File: src/logic/gpcfg_pkg.sv
// Constants and types for the GPIO port pin control block
package gpcfg_pkg;
    localparam int GPCFG_PIN_W = 8;
    localparam int GPCFG_PIN_IDX_W = 3;
    localparam int GPCFG_CMD_W = 4;
    localparam int GPCFG_RES_W = 2;

    // Direction bit encoding
    localparam logic GPCFG_DIR_IN = 1'h0;
    localparam logic GPCFG_DIR_OUT = 1'h1;

    // Option command codes, sequential from zero
    localparam logic [3:0] GPCFG_CMD_CMOS = 4'h0;
    localparam logic [3:0] GPCFG_CMD_N_OPEN_DRAIN = 4'h1;
    localparam logic [3:0] GPCFG_CMD_P_OPEN_DRAIN = 4'h2;
    localparam logic [3:0] GPCFG_CMD_PULL_UP_OFF = 4'h3;
    localparam logic [3:0] GPCFG_CMD_PULL_UP_ON = 4'h4;
    localparam logic [3:0] GPCFG_CMD_ASSIGN_PERIPHERAL = 4'h5;
    localparam logic [3:0] GPCFG_CMD_ASSIGN_GENERAL_IO = 4'h6;
    localparam logic [3:0] GPCFG_CMD_DRIVE_CAP_OFF = 4'h7;
    localparam logic [3:0] GPCFG_CMD_DRIVE_CAP_ON = 4'h8;
    localparam logic [3:0] GPCFG_CMD_HS_DRIVE_OFF = 4'h9;
    localparam logic [3:0] GPCFG_CMD_HS_DRIVE_ON = 4'hA;

    // Option results; ok is zero so any nonzero result is an error
    localparam logic [1:0] GPCFG_RESULT_OK = 2'h0;
    localparam logic [1:0] GPCFG_RESULT_BAD_MODE = 2'h1;
    localparam logic [1:0] GPCFG_RESULT_BAD_CMD = 2'h2;

    // Output drive type per pin
    localparam logic [1:0] GPCFG_DRV_CMOS = 2'h0;
    localparam logic [1:0] GPCFG_DRV_NOD = 2'h1;
    localparam logic [1:0] GPCFG_DRV_POD = 2'h2;

    // Reset values
    localparam logic [7:0] GPCFG_RST_LEVEL = 8'h00;
    localparam logic [7:0] GPCFG_RST_DIR = 8'h00;
    localparam logic [7:0] GPCFG_RST_ZERO = 8'h00;
endpackage

File: src/logic/gpcfg_pin_opt.sv
// Per-pin option state and option command decode
`timescale 1ns/1ps
`default_nettype none
module gpcfg_pin_opt
    import gpcfg_pkg::*;
(
    input wire logic core_clk_i,
    input wire logic srst_i,
    input wire logic sel_i,
    input wire logic [3:0] cmd_i,
    input wire logic present_i,
    input wire logic od_n_ok_i,
    input wire logic od_p_ok_i,
    input wire logic pull_ok_i,
    input wire logic cap_ok_i,
    input wire logic hs_ok_i,
    output logic [1:0] drv_q,
    output logic pull_q,
    output logic periph_q,
    output logic cap_q,
    output logic hs_q,
    output logic [1:0] result_o
);
    logic [1:0] drv_d;
    logic pull_d;
    logic periph_d;
    logic cap_d;
    logic hs_d;
    logic ok;

    always_comb
    begin
        drv_d = drv_q;
        pull_d = pull_q;
        periph_d = periph_q;
        cap_d = cap_q;
        hs_d = hs_q;
        ok = 1'b0;
        result_o = GPCFG_RESULT_OK;
        // Sequential command codes
        // Result classification
        unique case (cmd_i)
            GPCFG_CMD_CMOS: ok = present_i;
            GPCFG_CMD_N_OPEN_DRAIN: ok = present_i & od_n_ok_i;
            GPCFG_CMD_P_OPEN_DRAIN: ok = present_i & od_p_ok_i;
            GPCFG_CMD_PULL_UP_OFF, GPCFG_CMD_PULL_UP_ON: ok = present_i & pull_ok_i;
            GPCFG_CMD_ASSIGN_PERIPHERAL, GPCFG_CMD_ASSIGN_GENERAL_IO: ok = present_i;
            // Fixed drive rejected
            GPCFG_CMD_DRIVE_CAP_OFF, GPCFG_CMD_DRIVE_CAP_ON: ok = present_i & cap_ok_i;
            GPCFG_CMD_HS_DRIVE_OFF, GPCFG_CMD_HS_DRIVE_ON: ok = present_i & hs_ok_i;
            default: ok = 1'b0;
        endcase
        if (cmd_i > GPCFG_CMD_HS_DRIVE_ON)
        begin
            result_o = GPCFG_RESULT_BAD_CMD;
        end
        else if (!ok)
        begin
            result_o = GPCFG_RESULT_BAD_MODE;
        end
        // Apply option command
        if (sel_i && ok)
        begin
            unique case (cmd_i)
                GPCFG_CMD_CMOS: drv_d = GPCFG_DRV_CMOS;
                GPCFG_CMD_N_OPEN_DRAIN: drv_d = GPCFG_DRV_NOD;
                GPCFG_CMD_P_OPEN_DRAIN: drv_d = GPCFG_DRV_POD;
                GPCFG_CMD_PULL_UP_OFF: pull_d = 1'b0;
                GPCFG_CMD_PULL_UP_ON: pull_d = 1'b1;
                // Peripheral or GPIO use
                GPCFG_CMD_ASSIGN_PERIPHERAL: periph_d = 1'b1;
                GPCFG_CMD_ASSIGN_GENERAL_IO: periph_d = 1'b0;
                GPCFG_CMD_DRIVE_CAP_OFF: cap_d = 1'b0;
                GPCFG_CMD_DRIVE_CAP_ON: cap_d = 1'b1;
                GPCFG_CMD_HS_DRIVE_OFF: hs_d = 1'b0;
                GPCFG_CMD_HS_DRIVE_ON: hs_d = 1'b1;
                default: drv_d = drv_q;
            endcase
        end
    end

    always_ff @(posedge core_clk_i)
    begin
        if (srst_i)
        begin
            // CMOS default
            drv_q <= GPCFG_DRV_CMOS;
            // Pull-up off default
            pull_q <= 1'b0;
            periph_q <= 1'b0;
            cap_q <= 1'b0;
            hs_q <= 1'b0;
        end
        else
        begin
            drv_q <= drv_d;
            pull_q <= pull_d;
            periph_q <= periph_d;
            cap_q <= cap_d;
            hs_q <= hs_d;
        end
    end
endmodule
`default_nettype wire

File: src/logic/gpcfg_port.sv
// Eight-pin GPIO port: levels, directions, per-pin options
//
// Overview of operation
// Port write sets output level of pin n from value bit n.
// Software writes only existing pins; port write does no filtering.
// Port read returns all pin levels, bit n is pin n.
// Masked direction update touches only pins whose mask bit is one.
// Direction bit: zero is input, one is output.
// Single-pin write: one drives high, zero drives low.
// Single-pin writes and direction changes leave other pins alone.
// Single-pin read returns the addressed pin's present level.
// Each pin's direction can be set on its own.
// Direction updates never alter pull-up or open-drain settings.
// Pins take option commands: open drain, pull-up, drive capacity.
// Option commands are coded sequentially from zero in fixed order.
// Option result is ok, invalid mode or invalid command.
// Ok result is zero; nonzero means error.
// Drive change on fixed-drive pin gives invalid mode.
// Outputs default to push-pull CMOS drive.
// Pull-up is disabled until enabled by command.
// Each pin is assignable to peripheral or GPIO use.
// Validity mask has ones for existing pins only.
`timescale 1ns/1ps
`default_nettype none
module gpcfg_port
    import gpcfg_pkg::*;
#(
    parameter logic [7:0] PIN_PRESENT = 8'hFF,
    parameter logic [7:0] OD_N_OK = 8'hFF,
    parameter logic [7:0] OD_P_OK = 8'hFF,
    parameter logic [7:0] PULL_OK = 8'hFF,
    parameter logic [7:0] CAP_OK = 8'hFF,
    parameter logic [7:0] HS_OK = 8'h00
)
(
    input wire logic core_clk_i,
    input wire logic srst_i,
    input wire logic port_wr_i,
    input wire logic [7:0] port_wdata_i,
    input wire logic dir_wr_i,
    input wire logic dir_val_i,
    input wire logic [7:0] dir_mask_i,
    input wire logic pin_wr_i,
    input wire logic pin_dir_wr_i,
    input wire logic [2:0] pin_sel_i,
    input wire logic pin_val_i,
    input wire logic opt_wr_i,
    input wire logic [3:0] opt_cmd_i,
    input wire logic [7:0] pad_in_i,
    output logic [7:0] port_rdata_o,
    output logic pin_rdata_o,
    output logic opt_done_o,
    output logic [1:0] opt_result_o,
    output logic [7:0] valid_mask_o,
    output logic [7:0] pad_out_o,
    output logic [7:0] pad_oe_o,
    output logic [7:0] pull_up_o,
    output logic [7:0] periph_sel_o,
    output logic [7:0] drive_capacity_select_o,
    output logic [7:0] high_speed_drive_select_o
);
    // ------------------------------------------------------------
    // Level and direction state
    // ------------------------------------------------------------
    logic [7:0] level_q;
    logic [7:0] level_d;
    logic [7:0] dir_q;
    logic [7:0] dir_d;
    logic [7:0] port_rdata_d;
    logic pin_rdata_d;
    logic [7:0] pin_onehot;
    logic [7:0] pad_out_d;
    logic [7:0] pad_oe_d;
    logic [1:0] drv_q [GPCFG_PIN_W];
    logic [7:0] pull_q;
    logic [7:0] periph_q;
    logic [7:0] cap_q;
    logic [7:0] hs_q;
    logic [1:0] res_w [GPCFG_PIN_W];

    assign pin_onehot = 8'h01 << pin_sel_i;

    always_comb
    begin
        level_d = level_q;
        dir_d = dir_q;
        // Port-wide write, unfiltered
        if (port_wr_i)
        begin
            level_d = port_wdata_i;
        end
        // Single-pin level
        // Other pins kept
        if (pin_wr_i)
        begin
            level_d[pin_sel_i] = pin_val_i;
        end
        // Masked direction update
        // Direction encoding
        if (dir_wr_i)
        begin
            dir_d = (dir_q & ~dir_mask_i) | (dir_mask_i & {GPCFG_PIN_W{dir_val_i}});
        end
        // Per-pin direction
        if (pin_dir_wr_i)
        begin
            dir_d[pin_sel_i] = pin_val_i;
        end
        // Port-wide read
        port_rdata_d = pad_in_i;
        // Single-pin read
        pin_rdata_d = pad_in_i[pin_sel_i];
    end

    // ------------------------------------------------------------
    // Pad drive from direction, level and drive type
    // ------------------------------------------------------------
    always_comb
    begin
        for (int i = 0; i < GPCFG_PIN_W; i++)
        begin
            pad_out_d[i] = level_d[i];
            // Open drain drives only its active level; the other is released
            if (drv_q[i] == GPCFG_DRV_NOD)
            begin
                pad_oe_d[i] = dir_d[i] & ~level_d[i];
            end
            else if (drv_q[i] == GPCFG_DRV_POD)
            begin
                pad_oe_d[i] = dir_d[i] & level_d[i];
            end
            else
            begin
                pad_oe_d[i] = dir_d[i];
            end
        end
    end

    always_ff @(posedge core_clk_i)
    begin
        if (srst_i)
        begin
            level_q <= GPCFG_RST_LEVEL;
            dir_q <= GPCFG_RST_DIR;
            port_rdata_o <= GPCFG_RST_ZERO;
            pin_rdata_o <= 1'b0;
            pad_out_o <= GPCFG_RST_LEVEL;
            pad_oe_o <= GPCFG_RST_ZERO;
            valid_mask_o <= GPCFG_RST_ZERO;
        end
        else
        begin
            level_q <= level_d;
            dir_q <= dir_d;
            port_rdata_o <= port_rdata_d;
            pin_rdata_o <= pin_rdata_d;
            pad_out_o <= pad_out_d;
            pad_oe_o <= pad_oe_d;
            // Existing pins mask
            valid_mask_o <= PIN_PRESENT;
        end
    end

    // ------------------------------------------------------------
    // Per-pin options
    // ------------------------------------------------------------
    // Options apart from direction
    for (genvar g = 0; g < GPCFG_PIN_W; g++)
    begin : g_pin
        gpcfg_pin_opt u_opt (
            .core_clk_i(core_clk_i),
            .srst_i(srst_i),
            .sel_i(opt_wr_i & pin_onehot[g]),
            .cmd_i(opt_cmd_i),
            .present_i(PIN_PRESENT[g]),
            .od_n_ok_i(OD_N_OK[g]),
            .od_p_ok_i(OD_P_OK[g]),
            .pull_ok_i(PULL_OK[g]),
            .cap_ok_i(CAP_OK[g]),
            .hs_ok_i(HS_OK[g]),
            .drv_q(drv_q[g]),
            .pull_q(pull_q[g]),
            .periph_q(periph_q[g]),
            .cap_q(cap_q[g]),
            .hs_q(hs_q[g]),
            .result_o(res_w[g])
        );
    end

    always_ff @(posedge core_clk_i)
    begin
        if (srst_i)
        begin
            opt_done_o <= 1'b0;
            opt_result_o <= GPCFG_RESULT_OK;
            pull_up_o <= GPCFG_RST_ZERO;
            periph_sel_o <= GPCFG_RST_ZERO;
            drive_capacity_select_o <= GPCFG_RST_ZERO;
            high_speed_drive_select_o <= GPCFG_RST_ZERO;
        end
        else
        begin
            opt_done_o <= opt_wr_i;
            // Zero means ok
            if (opt_wr_i)
            begin
                opt_result_o <= res_w[pin_sel_i];
            end
            // Pull-up only acts on inputs; it follows dir_q, so it drops one cycle after pad_oe_o rises
            pull_up_o <= pull_q & ~dir_q;
            periph_sel_o <= periph_q;
            drive_capacity_select_o <= cap_q;
            high_speed_drive_select_o <= hs_q;
        end
    end
endmodule
`default_nettype wire

File: config.mk
export PLATFORM = sky130hd
export DESIGN_NAME = gpcfg_port
export DESIGN_NICKNAME = d
export VERILOG_FILES = /design/src/logic/gpcfg_pkg.sv /design/src/logic/gpcfg_pin_opt.sv /design/src/logic/gpcfg_port.sv
export SDC_FILE = /design/constraint.sdc
export NUM_CORES = 1
export LEC_CHECK = 0
export BUFFER_PORTS_ARGS = -buffer_cell sky130_fd_sc_hd__buf_2
export CAP_MARGIN = 25
export CELL_PAD_IN_SITES_DETAIL_PLACEMENT = 1
export CELL_PAD_IN_SITES_GLOBAL_PLACEMENT = 2
export CORE_UTILIZATION = 32
export DETAILED_ROUTE_END_ITERATION = 8
export HOLD_SLACK_MARGIN = 0.15
export PLACE_DENSITY = 0.75
export SLEW_MARGIN = 20
export SYNTH_ARGS = -nofsm -noshare
export SYNTH_HDL_FRONTEND = slang
export SYNTH_SLANG_ARGS = --single-unit
File: constraint.sdc
create_clock -name core_clk_i -period 1.8 [get_ports core_clk_i]
set_clock_uncertainty 0.1 [all_clocks]
set_input_delay 0.09 -clock core_clk_i [delete_from_list [all_inputs] [get_ports core_clk_i]]
set_output_delay 0.09 -clock core_clk_i [all_outputs]
set_load 0.005 [all_outputs]
; ---- Word-level counts from Yosys, hierarchy flattened
; Index checks and enable logic that the tools add are counted.
[word_totals]
regBits = 124
word_cells = 216
in_bits = 40
out_inout_bits = 68
[op_classes]
shift = 1
order_cmp = 4
n_reduce_logical = 56
mux = 38
bitwise_logic = 39
eq_ne = 26
[ops]
columns = op, count
row1 = $reduce_and A2 Y1, 40
row2 = $mux W8, 5
row3 = $and A1 B1 Y1, 24
row4 = $and A8 B8 Y8, 3
row5 = $mux W1, 20
row6 = $bwmux W8, 2
row7 = $eq A2 B1 Y1 const B, 8
row8 = $eq A2 B2 Y1 const B, 8
row9 = $eq A4 B3 Y1 const B, 4
row10 = $not A8 Y8, 2
row11 = $eq A4 B4 Y1 const B, 3
row12 = $logic_and A1 B1 Y1, 9
row13 = $reduce_or A9 Y1, 1
row14 = $eq A4 B2 Y1 const B, 2
row15 = $not A1 Y1, 8
row16 = $or A8 B8 Y8, 1
row17 = $pmux W1 S2, 4
row18 = $reduce_bool A2 Y1, 4
row19 = $shl A1 B3 Y8 const A, 1
row20 = $bmux W2 S3, 1
row21 = $mux W2, 3
row22 = $pmux W2 S3, 1
row23 = $eq A4 B1 Y1 const B, 1
row24 = $ge A4 B4 Y1 const B, 1
row25 = 8 further kinds, 8

; ---- Logic depth before layout (Yosys ltp)
; Gate-level depths: netlist of run 1.
[logic_depth]
word_depth = 9
depth_mapped = 6
ltp_nobuf = 4

; ---- Cells and area by module
; Synthesis of run 1 repeated with hierarchy kept, for this count alone.
[unflattened]
cells_unflattened = 932
hier_area_um2 = 7733.7
[modules_own_cells]
columns = module, seq_area_each_um2, cells_per_inst, area_each_um2, n_inst
row1 = gpcfg_pin_opt, 120.1, 82, 603.1, 8
row2 = gpcfg_port, 1381.3, 276, 2909.0, 1

; ---- Worst setup path before layout of run 1
; OpenSTA, ideal clock, no wires.
[synth_timing]
kind = input to register
startpoint = input port pin_sel_i[0]
endpoint = register pad_oe_o[2]
slack_ns = 0.453
stages = 5
t_arrival_ns = 1.128
required_ns = 1.581
path_buffers = 1
setup_time_ns = 0.119
cell_sequence = buf_2 -> nor4bb_1 -> mux2i_1 -> nand2_1 -> o221a_1
[synth_between]
elab_chain_cells = 9
word_cells_on_any_way = 14
cone_classes = 2 x order compare / 8 x mux / 3 x bitwise / 1 x reduce/logical
[synth_rtl]
columns = element, line
row1 = start: declaration, gpcfg_port.sv:45  ; input wire logic [2:0] pin_sel_i,
row2 = $lt A3 B4 Y1 (not written as such) / $ge A3 B1 Y1 (equally long branches), "gpcfg_port.sv:96, gpcfg_port.sv:107"
row3 = $logic_and A1 B1 Y1 (not written as such), "gpcfg_port.sv:96, gpcfg_port.sv:107"
row4 = $mux W1 (not written as such), "gpcfg_port.sv:96, gpcfg_port.sv:107"
row5 = $demux W1 S3 (*), "gpcfg_port.sv:96, gpcfg_port.sv:107"
row6 = "$bwmux W8, on equally long branches", "gpcfg_port.sv:107, gpcfg_port.sv:96"
row7 = "$mux W8, on equally long branches", "gpcfg_port.sv:105, gpcfg_port.sv:94"
row8 = $and A1 B1 Y1 / $not A1 Y1 (equally long branches), "gpcfg_port.sv:130, gpcfg_port.sv:126"
row9 = $mux W1 / $and A1 B1 Y1 (equally long branches), "gpcfg_port.sv:128, gpcfg_port.sv:126"
row10 = $mux W1 (*), gpcfg_port.sv:124  ; if (drv_q[i] == GPCFG_DRV_NOD)
row11 = end signal: assignment, gpcfg_port.sv:158  ; pad_oe_o <= pad_oe_d;
row12 = end: declaration, gpcfg_port.sv:56  ; output logic [7:0] pad_oe_o,
; Mark *: on every way between the ends. The rest lies on a longest branch, timed or not.
; A chain may end at the register's enable or synchronous reset.

; ---- Final worst setup path of run 1
[layout_timing]
startpoint = input port pin_sel_i[1]
endpoint = register dir_q[6]
[layout_between]
elab_chain_cells = 6
word_cells_on_any_way = 7
cone_classes = 2 x order compare / 4 x mux / 1 x reduce/logical
[layout_rtl]
columns = element, line
row1 = $lt A3 B4 Y1 (not written as such) / $ge A3 B1 Y1 (equally long branches), gpcfg_port.sv:107  ; dir_d[pin_sel_i] = pin_val_i;
row2 = $logic_and A1 B1 Y1 (not written as such), gpcfg_port.sv:107
row3 = $mux W1 (not written as such), gpcfg_port.sv:107
row4 = $demux W1 S3 (*), gpcfg_port.sv:107
row5 = $bwmux W8 (*), gpcfg_port.sv:107
row6 = $mux W8 (*), gpcfg_port.sv:105  ; if (pin_dir_wr_i)
row7 = end signal: assignment, gpcfg_port.sv:154  ; dir_q <= dir_d;
row8 = end: declaration, gpcfg_port.sv:67  ; logic [7:0] dir_q;
; Marks and branches as above.

==> results of run 1 <==
==> power by group <==
group	internal (W)	switching (W)
logic	0.000273	0.000283
registers	0.00265	0.0000283
clock network	0.00241	0.00114
total	0.00533	0.00145
==> synthesized netlist by cell type, drive strengths merged <==
cell type,number
o221a,3
nor4bb,2
nor2,57
a211oi,1
nand2b,7
mux2,11
a22oi,1
or3b,4
nor4b,3
a21boi,1
mux4,1
a21o,1
mux2i,22
inv,4
a311oi,2
nand4bb,3
and4bb,2
and4b,2
o21ai,32
clkbuf,16
nor3b,8
xor2,1
or3,4
buf,19
and3,5
and2,1
o211ai,1
dfxtp,117
nand4,3
a21oi,16
nor3,11
nand3b,9
nand3,10
a221oi,1
o21a,5
nor2b,43
nand4b,6
nand2,25
o22ai,8
nor4,1
and3b,4
==> kinds of logic after synthesis <==
kind of cell,Yosys count,share of synthesized area (%)
flip-flops,117,51.1
buffers and inverters,39,4.40
multiplexers,34,8.00
AO/OA/AOI/OAI,72,9.42
AND/OR/NAND/NOR,210,26.9
XOR/XNOR,1,0.191
==> critical path: cells and delay by family <==
family                 cells  cell delay (ps)
AND/OR/NAND/NOR            3              260
buffers and inverters      3             1340
AO/OA/AOI/OAI              1              250
==> layout make-up <==
type / instances / area [sq um] / area share, %
multi-input combinational: 317 / 2060 / 31.9
tap: 180 / 225 / 3.49
inverter: 4 / 15.0 / 0.232
sequential: 117 / 2340 / 36.3
clock buffer: 22 / 474 / 7.34
timing repair buffer: 172 / 1190 / 18.4
clock inverter: 9 / 150 / 2.32
==> flip-flops by register name, summed over array words and instances, names as in the netlist <==
name	flops
pad_oe_o	8
opt_done_o	1
level_q	8
drive_capacity_select_o	8
periph_sel_o	8
g_pin.u_opt.pull_q	8
g_pin.u_opt.periph_q	8
pull_up_o	8
g_pin.u_opt.drv_q	16
high_speed_drive_select_o	8
valid_mask_o	1
opt_result_o	2
port_rdata_o	8
g_pin.u_opt.hs_q	8
g_pin.u_opt.cap_q	8
dir_q	8
pin_rdata_o	1
==> worst max-delay path by stage <==
stage	to	slack (ps)	cells after the start
after global routing	dir_q[6]$_SDFF_PP0_	2	7
after floorplan	pad_oe_o[2]$_SDFF_PP0_	450	5
after CTS	opt_result_o[1]$_SDFFE_PP0P_	40	7
after global placement	pad_oe_o[4]$_SDFF_PP0_	160	5
final	dir_q[6]$_SDFF_PP0_	50	7
after detailed placement	pad_oe_o[2]$_SDFF_PP0_	120	5
==> metal layers <==
layer	global-route usage, %	share of wire, %	vias to the layer above
met5	0	0	-
met4	8.18	1.6	0
met3	4.87	4.1	18
met2	31.0	48	101
met1	24.1	47	1928
li1	-	-	1955
==> stage by stage <==
step                      cells  total power, W  setup WS [ps]
after detailed placement    733         0.00316            120
after global routing        821         0.00702           1.84
after CTS                   818         0.00684           36.6
final                       821         0.00679           52.1
after global placement      733         0.00315            160
after floorplan             473         0.00298            453
==> repair_timing <==
item / CTS / global route
endpoints found under the setup margin: 0 / 9
hold buffers: 54 / 0
setup buffers: 0 / 3
endpoints found under the hold margin: 85 / 0
gates resized for setup: 0 / 9
==> results.md, run 1 <==
Status:
- The run finished with clean final reports.

Detailed routing:
- The first detailed-routing pass took 4 iterations.
- In the routed layout, each cell is associated on average with a via count of a little under 5.
- The aggregate routed wire length is 13,500 microns.
- Dividing the detail-routed wire length by the instance count gives 16.4 microns.
- The number of remaining DRC errors is 0.
- The total via count in the routed design is 4,002.
- For this block, the initial DRC count from the detailed router was approximately 120.
- The antenna violation net count after detailed routing is 0.

STA:
- The hold slack is approximately 180 ps.
- Setup violations remaining at the end of the flow were counted as 0.
- Based on the critical path, the design can be clocked at up to 572 MHz.
- The number of max-slew violations in the final report is 0.
- Setup repair after global routing left no endpoint under its margin.
- At the pin with the least slew margin, the transition time is 516 ps.
- The final critical path time including I/O delays and setup is about 1700 ps.
- The final hold violation count is 0.
- The worst relative slew slack is 65.6%.
- The final period utilization is 97.1%.
- The total negative slack is 0 ps.

Critical path:
- The arrival time of data at the critical path endpoint is 1940 ps.
- On the worst path, the slowest cell contributes a delay of 600 ps.
- The launching point of the worst reg2reg path is level_q[7]$_SDFF_PP0_.
- STA puts the critical path data required time at approximately 2000 ps.
- The slowest cell on the critical path is dlygate4sd3_1.
- The setup check on the worst reg-to-reg path leaves a slack of ~100 ps.
- The cell seen most often among critical-path stages is dlygate4sd3_1.
- The worst register-to-register path has a depth of 4.
- The startpoint of the most critical setup path is pin_sel_i[1].
- STA classifies the critical path endpoint as a flop.
- The critical register-to-register path endpoint is level_q[7]$_SDFF_PP0_.
- The worst setup path is launched from a primary input.
- The maximum net fanout on the critical path is 14.
- The worst setup path is of the primary input to flop kind.
- The signal on the critical path passes through dlygate4sd3_1 -> clkbuf_4 -> nand2_1 -> nor2_1 -> a311oi_1 -> dlygate4sd3_1 -> nor3_1.

Logic synthesis:
- dfxtp_1 takes more of the synthesized area than any other cell.
- The synthesis-stage register bit count is 117.
- In this run the cell area of the synthesized design comes to between 4000 and 5000 sq um.
- The register area share after synthesis is 51.1%.
- The average instance in the mapped netlist occupies 9.69 sq um.
- The count of yosys warnings during synthesis is 0.
- The number of instances in the synthesized netlist is ~470.
- The share of Yosys cell area claimed by the top area cell type is 51.1%.
- Sorting the synthesized cells by area gives the leading types as dfxtp_1 (51%), nor2b_1 (5.9%), mux2i_1 (4.8%).
- Yosys mapped the design onto 52 distinct sky130hd cell types.
- The synthesized net count is 513.

Hold path:
- The cell depth of the worst hold path is 5.
- The path class of the tightest hold or removal check is primary input to flop.
- The path with the worst hold slack has its endpoint at dir_q[1]$_SDFF_PP0_.
- The source of the worst hold timing path is dir_mask_i[1].

Clock tree:
- The register clock-pin slew on the reported worst setup and hold paths is 60 ps.
- The CTS tree is built.
- For this design, the sink count on the clock tree is 117.
- TritonCTS created 17 clock buffers.
- The root buffer cell chosen for the clock tree is clkbuf_16.
- CTS built an H-tree with a depth of 4.
- Counting along the longest clock path gives a buffer depth of 2.
- The clock reaches the later pin of the worst-skew pair after 410 ps.

Global route:
- In the global route stage, overall resource usage came out at 19.2%.
- The first global-routing pass estimated 21,100 microns of wire.
- The number of global-route vias before repair is just under 4,000.
- The number of antenna violations at the first check in global routing is 0.
- After global routing the overflow that remains totals 0.
- The largest net degree at the start of global routing is 77.

Finish:
- Of the cells placed in the final design, the portion with a size suffix greater than 1 is a little over a quarter.
- The synthesis-to-finish area growth is 41.0%.
- The library cells used most frequently in the layout, excluding fill and tap cells, are dfxtp_1 (117), buf_2 (104), nor2_1 (55).
- At the end of the flow, the number of nets in the layout was 669.
- The count of filler cells inserted in the layout is ~1,600.
- Leaving out fill and tap cells, the most frequent cell in the layout is dfxtp_1.
- The post-route cell area is 6460 sq um.
- Cells fill between 40 and 50% of the core in the end.
- The number of antenna diodes in the final layout is 0.

Floorplanning:
- Row generation in the floorplan step produced 43 rows.
- In this run the count of I/O pins placed on the die edge is between 100 and 150.
- The overall die height is 122 microns.
- Once the floorplan was initialized, standard cells occupied about 33% of the core.
- The floorplan die area is about 15,000 sq um.
- The die span in x is 122 microns.
- The placeable core area is 13,900 sq um.

Job:
- The reported max-cap violation count is 0.

Power and ir drop:
- The power density over the cells is around 1100 nW/um^2.
- The maximum ir drop on the vdd rail is 0.511 mV.
- The analysis attributes to cell leakage a power of 2.79 nW.

Place:
- Detailed placement finished with a half-perimeter wire length of 8950 microns.
- The total of buffers placed on input and output ports is 107.
- Once placement finished, the instance area stood at 5240 sq um.
- Routability-driven placement finished with a final weighted congestion of between 0.7 and 0.8.
(Power assumes the default switching activity.)
==> inputs of run 2 (changes only) <==
- CORE_MARGIN: not set -> 1.5
==> run 2 against run 1 <==
  * Clock-buffer cell count decreased by 1
  * Wire length rose by 1.7%
  * First-iteration DRC count increased by 41%
  * Critical path depth is 1 lower
  * Largest power group unchanged
==> results.md, run 2 (same netlist as run 1, synthesis figures left out) <==
Status:
- The flow ran to the end, and the final reports show no timing, DRC or antenna violations.

Critical path:
- The worst reg-to-reg path cell count is 4.
- The maximum net fanout on the critical path is 3.
- The worst setup path is captured at a flop.
- The arrival time of data at the critical path endpoint is 1920 ps.
- The capturing element of the worst setup path is level_q[6]$_SDFF_PP0_.
- The startpoint identified for the worst register-to-register timing path is level_q[6]$_SDFF_PP0_.
- The critical register-to-register path endpoint is level_q[6]$_SDFF_PP0_.
- STA classifies the critical path startpoint as a primary input.
- The critical path start-end classification is primary input to flop.
- The slack of the worst reg-to-reg path is 90 ps.
- At the worst endpoint, the required time is 1980 ps.
- The startpoint of the most critical setup path is port_wdata_i[6].

Floorplanning:
- The die covers 15,000 sq um.
- The placeable core area is 13,900 sq um.
- Measured along the y axis, the die boundary spans 123 microns.
- The starting density of the core is 32.9%.
- The I/O pin count is between 100 and 150.
- In this run the core area contains 43 standard-cell rows.
- The die span in x is 123 microns.

Clock tree:
- The root buffer cell is clkbuf_16.
- The CTS tree is built.
- The number of clock sinks seen by CTS is 117.
- The clock reaches the later pin of the worst-skew pair after between 400 and 500 ps.
- The H-tree depth reported by CTS is 4.
- The register clock-pin slew on the reported worst setup and hold paths is 60 ps.
- The longest clock path from root to sink contains 2 buffers.
- Buffers added to address setup during post-CTS repair amount to 0.
- The number of buffers created by CTS is 17.

STA:
- The worst path needs approximately 1700 ps of the cycle, external delays included.
- For this run, the top clock speed supported by timing is 577 MHz.
- In the post-route analysis, the smallest setup slack over all paths is ~67 ps.
- The slew of the pin with the lowest slew margin is 551 ps.
- The total negative slack is 0 ps.
- The final period utilization is a little over nine tenths.
- The number of max-slew violations in the final report was 0.
- The hold slack is 146 ps.
- The worst relative slew slack is 63.3%.
- Setup violations remaining at the end of the flow were counted as 0.
- The final hold violation count is 0.

Detailed routing:
- The detailed-route wire length per cell is 16.7 microns.
- The number of remaining DRC errors is 0.
- The antenna violation net count after detailed routing is 0.
- The violation count after the first detailed-routing iteration is 165.
- The aggregate routed wire length is between 10,000 and 15,000 microns.
- The routed layout has 4,016 vias.
- The vias per cell is roughly 5.
- The pre-antenna-repair detailed-routing pass consisted of 4 iterations.

Global route:
- The first-pass GRT wire length is approximately 22,000 microns.
- The number of global-route vias before repair is 4,258.
- Global routing used 19.3% of the available tracks.
- The number of antenna violations at the first check in global routing is 0.
- The largest net degree at the start of global routing is 77.
- The remaining global-route overflow is 0.

Finish:
- The register with the most flip-flops in the layout has 16 of them.
- The post-route cell area is between 6000 and 7000 sq um.
- g_pin.u_opt.drv_q holds more flip-flops than any other register.
- The leading cell type in the layout, fill and taps excluded is dfxtp_1.
- The fraction of layout instances using a drive strength above 1 is 26.0%.
- The count of nets after finishing is 667.
- The library cells used most frequently in the layout, excluding fill and tap cells, are dfxtp_1 (117), buf_2 (105), nor2_1 (55).
- The number of antenna cells inserted is 0.
- The synthesis-to-finish area growth is 39.4%.

Place:
- The total of buffers placed on input and output ports is approximately 110.
- Prior to clock tree synthesis, the placed netlist has a worst setup slack of about 87 ps.
- The placement-stage cell area is 5230 sq um.
- Detailed placement finished with a half-perimeter wire length of 9150 microns.
- The placer's final routability congestion estimate is 0.739.

Power and ir drop:
- The maximum ir drop on the vdd rail is 0.538 mV.
- The power density over the cells is 1020 nW/um^2.
- The analysis attributes to cell leakage a power of 2.77 nW.

Job:
- Across the run, the number of max-cap violations was 0.

Hold path:
- The worst hold path belongs to the class primary input to flop.
-- run 2: worst min-delay path by stage --
| stage | startpoint | to | slack (ps) | cells after the start |
|---|---|---|---|---|
| floorplan | pad_in_i[0] | port_rdata_o[0]$_SDFF_PP0_ | 120 | 1 |
| global placement | pad_in_i[4] | port_rdata_o[4]$_SDFF_PP0_ | 250 | 2 |
| detailed placement | pad_in_i[7] | port_rdata_o[7]$_SDFF_PP0_ | 250 | 2 |
| CTS | pin_wr_i | level_q[2]$_SDFF_PP0_ | 150 | 4 |
| global route | dir_val_i | pad_oe_o[6]$_SDFF_PP0_ | 170 | 3 |
| finish | pin_sel_i[1] | dir_q[6]$_SDFF_PP0_ | 150 | 4 |
-- run 2: worst max-delay path, cell delays in order --
cell and delay, ps:
dlygate4sd3_1 520, buf_2 120, mux2_1 290, mux2i_1 250
dlygate4sd3_1 590, nor2_1 50
-- run 2: where the power goes --
part / internal, W / leakage [nW] / switching (W)
registers: 0.00265 / 0.950 / 0.0000277
clock network: 0.00212 / 0.284 / 0.00116
logic: 0.000268 / 1.53 / 0.000286
total: 0.00504 / 2.77 / 0.00147
-- run 2: repair_timing --
item                       in CTS  in global routing
setup endpoints to repair       0                  4
hold endpoints to repair       82                  0
resized for setup               0                  8
hold buffers                   55                  0
-- run 2: cell type report --
cell class	instances	area (sq um)
Inverter	4	15.0
Timing Repair Buffer	170	1170
Multi-Input combinational cell	317	2070
Fill cell	1573	7540
Sequential cell	117	2340
Clock buffer	21	470
Clock inverter	10	105
Tap cell	180	225
-- run 2: layer usage --
layer | routed length [microns] | GRT usage (%) | up-vias
li1 | - | - | 1946
met1 | 6410 | 23.9 | 1961
met2 | 6530 | 32.2 | 94
met3 | 575 | 5.20 | 15
met4 | 190 | 6.47 | 0
met5 | 0 | 0 | -
-- run 2: stage by stage --
| stage | utilization (%) | instances | power, W |
|---|---|---|---|
| floorplan | - | 473 | 0.00298 |
| global placement | 37.5 | 733 | 0.00315 |
| detailed placement | 37.5 | 733 | 0.00317 |
| CTS | 45.6 | 819 | 0.00656 |
| global route | 45.9 | 819 | 0.00675 |
| finish | 45.9 | 819 | 0.00651 |
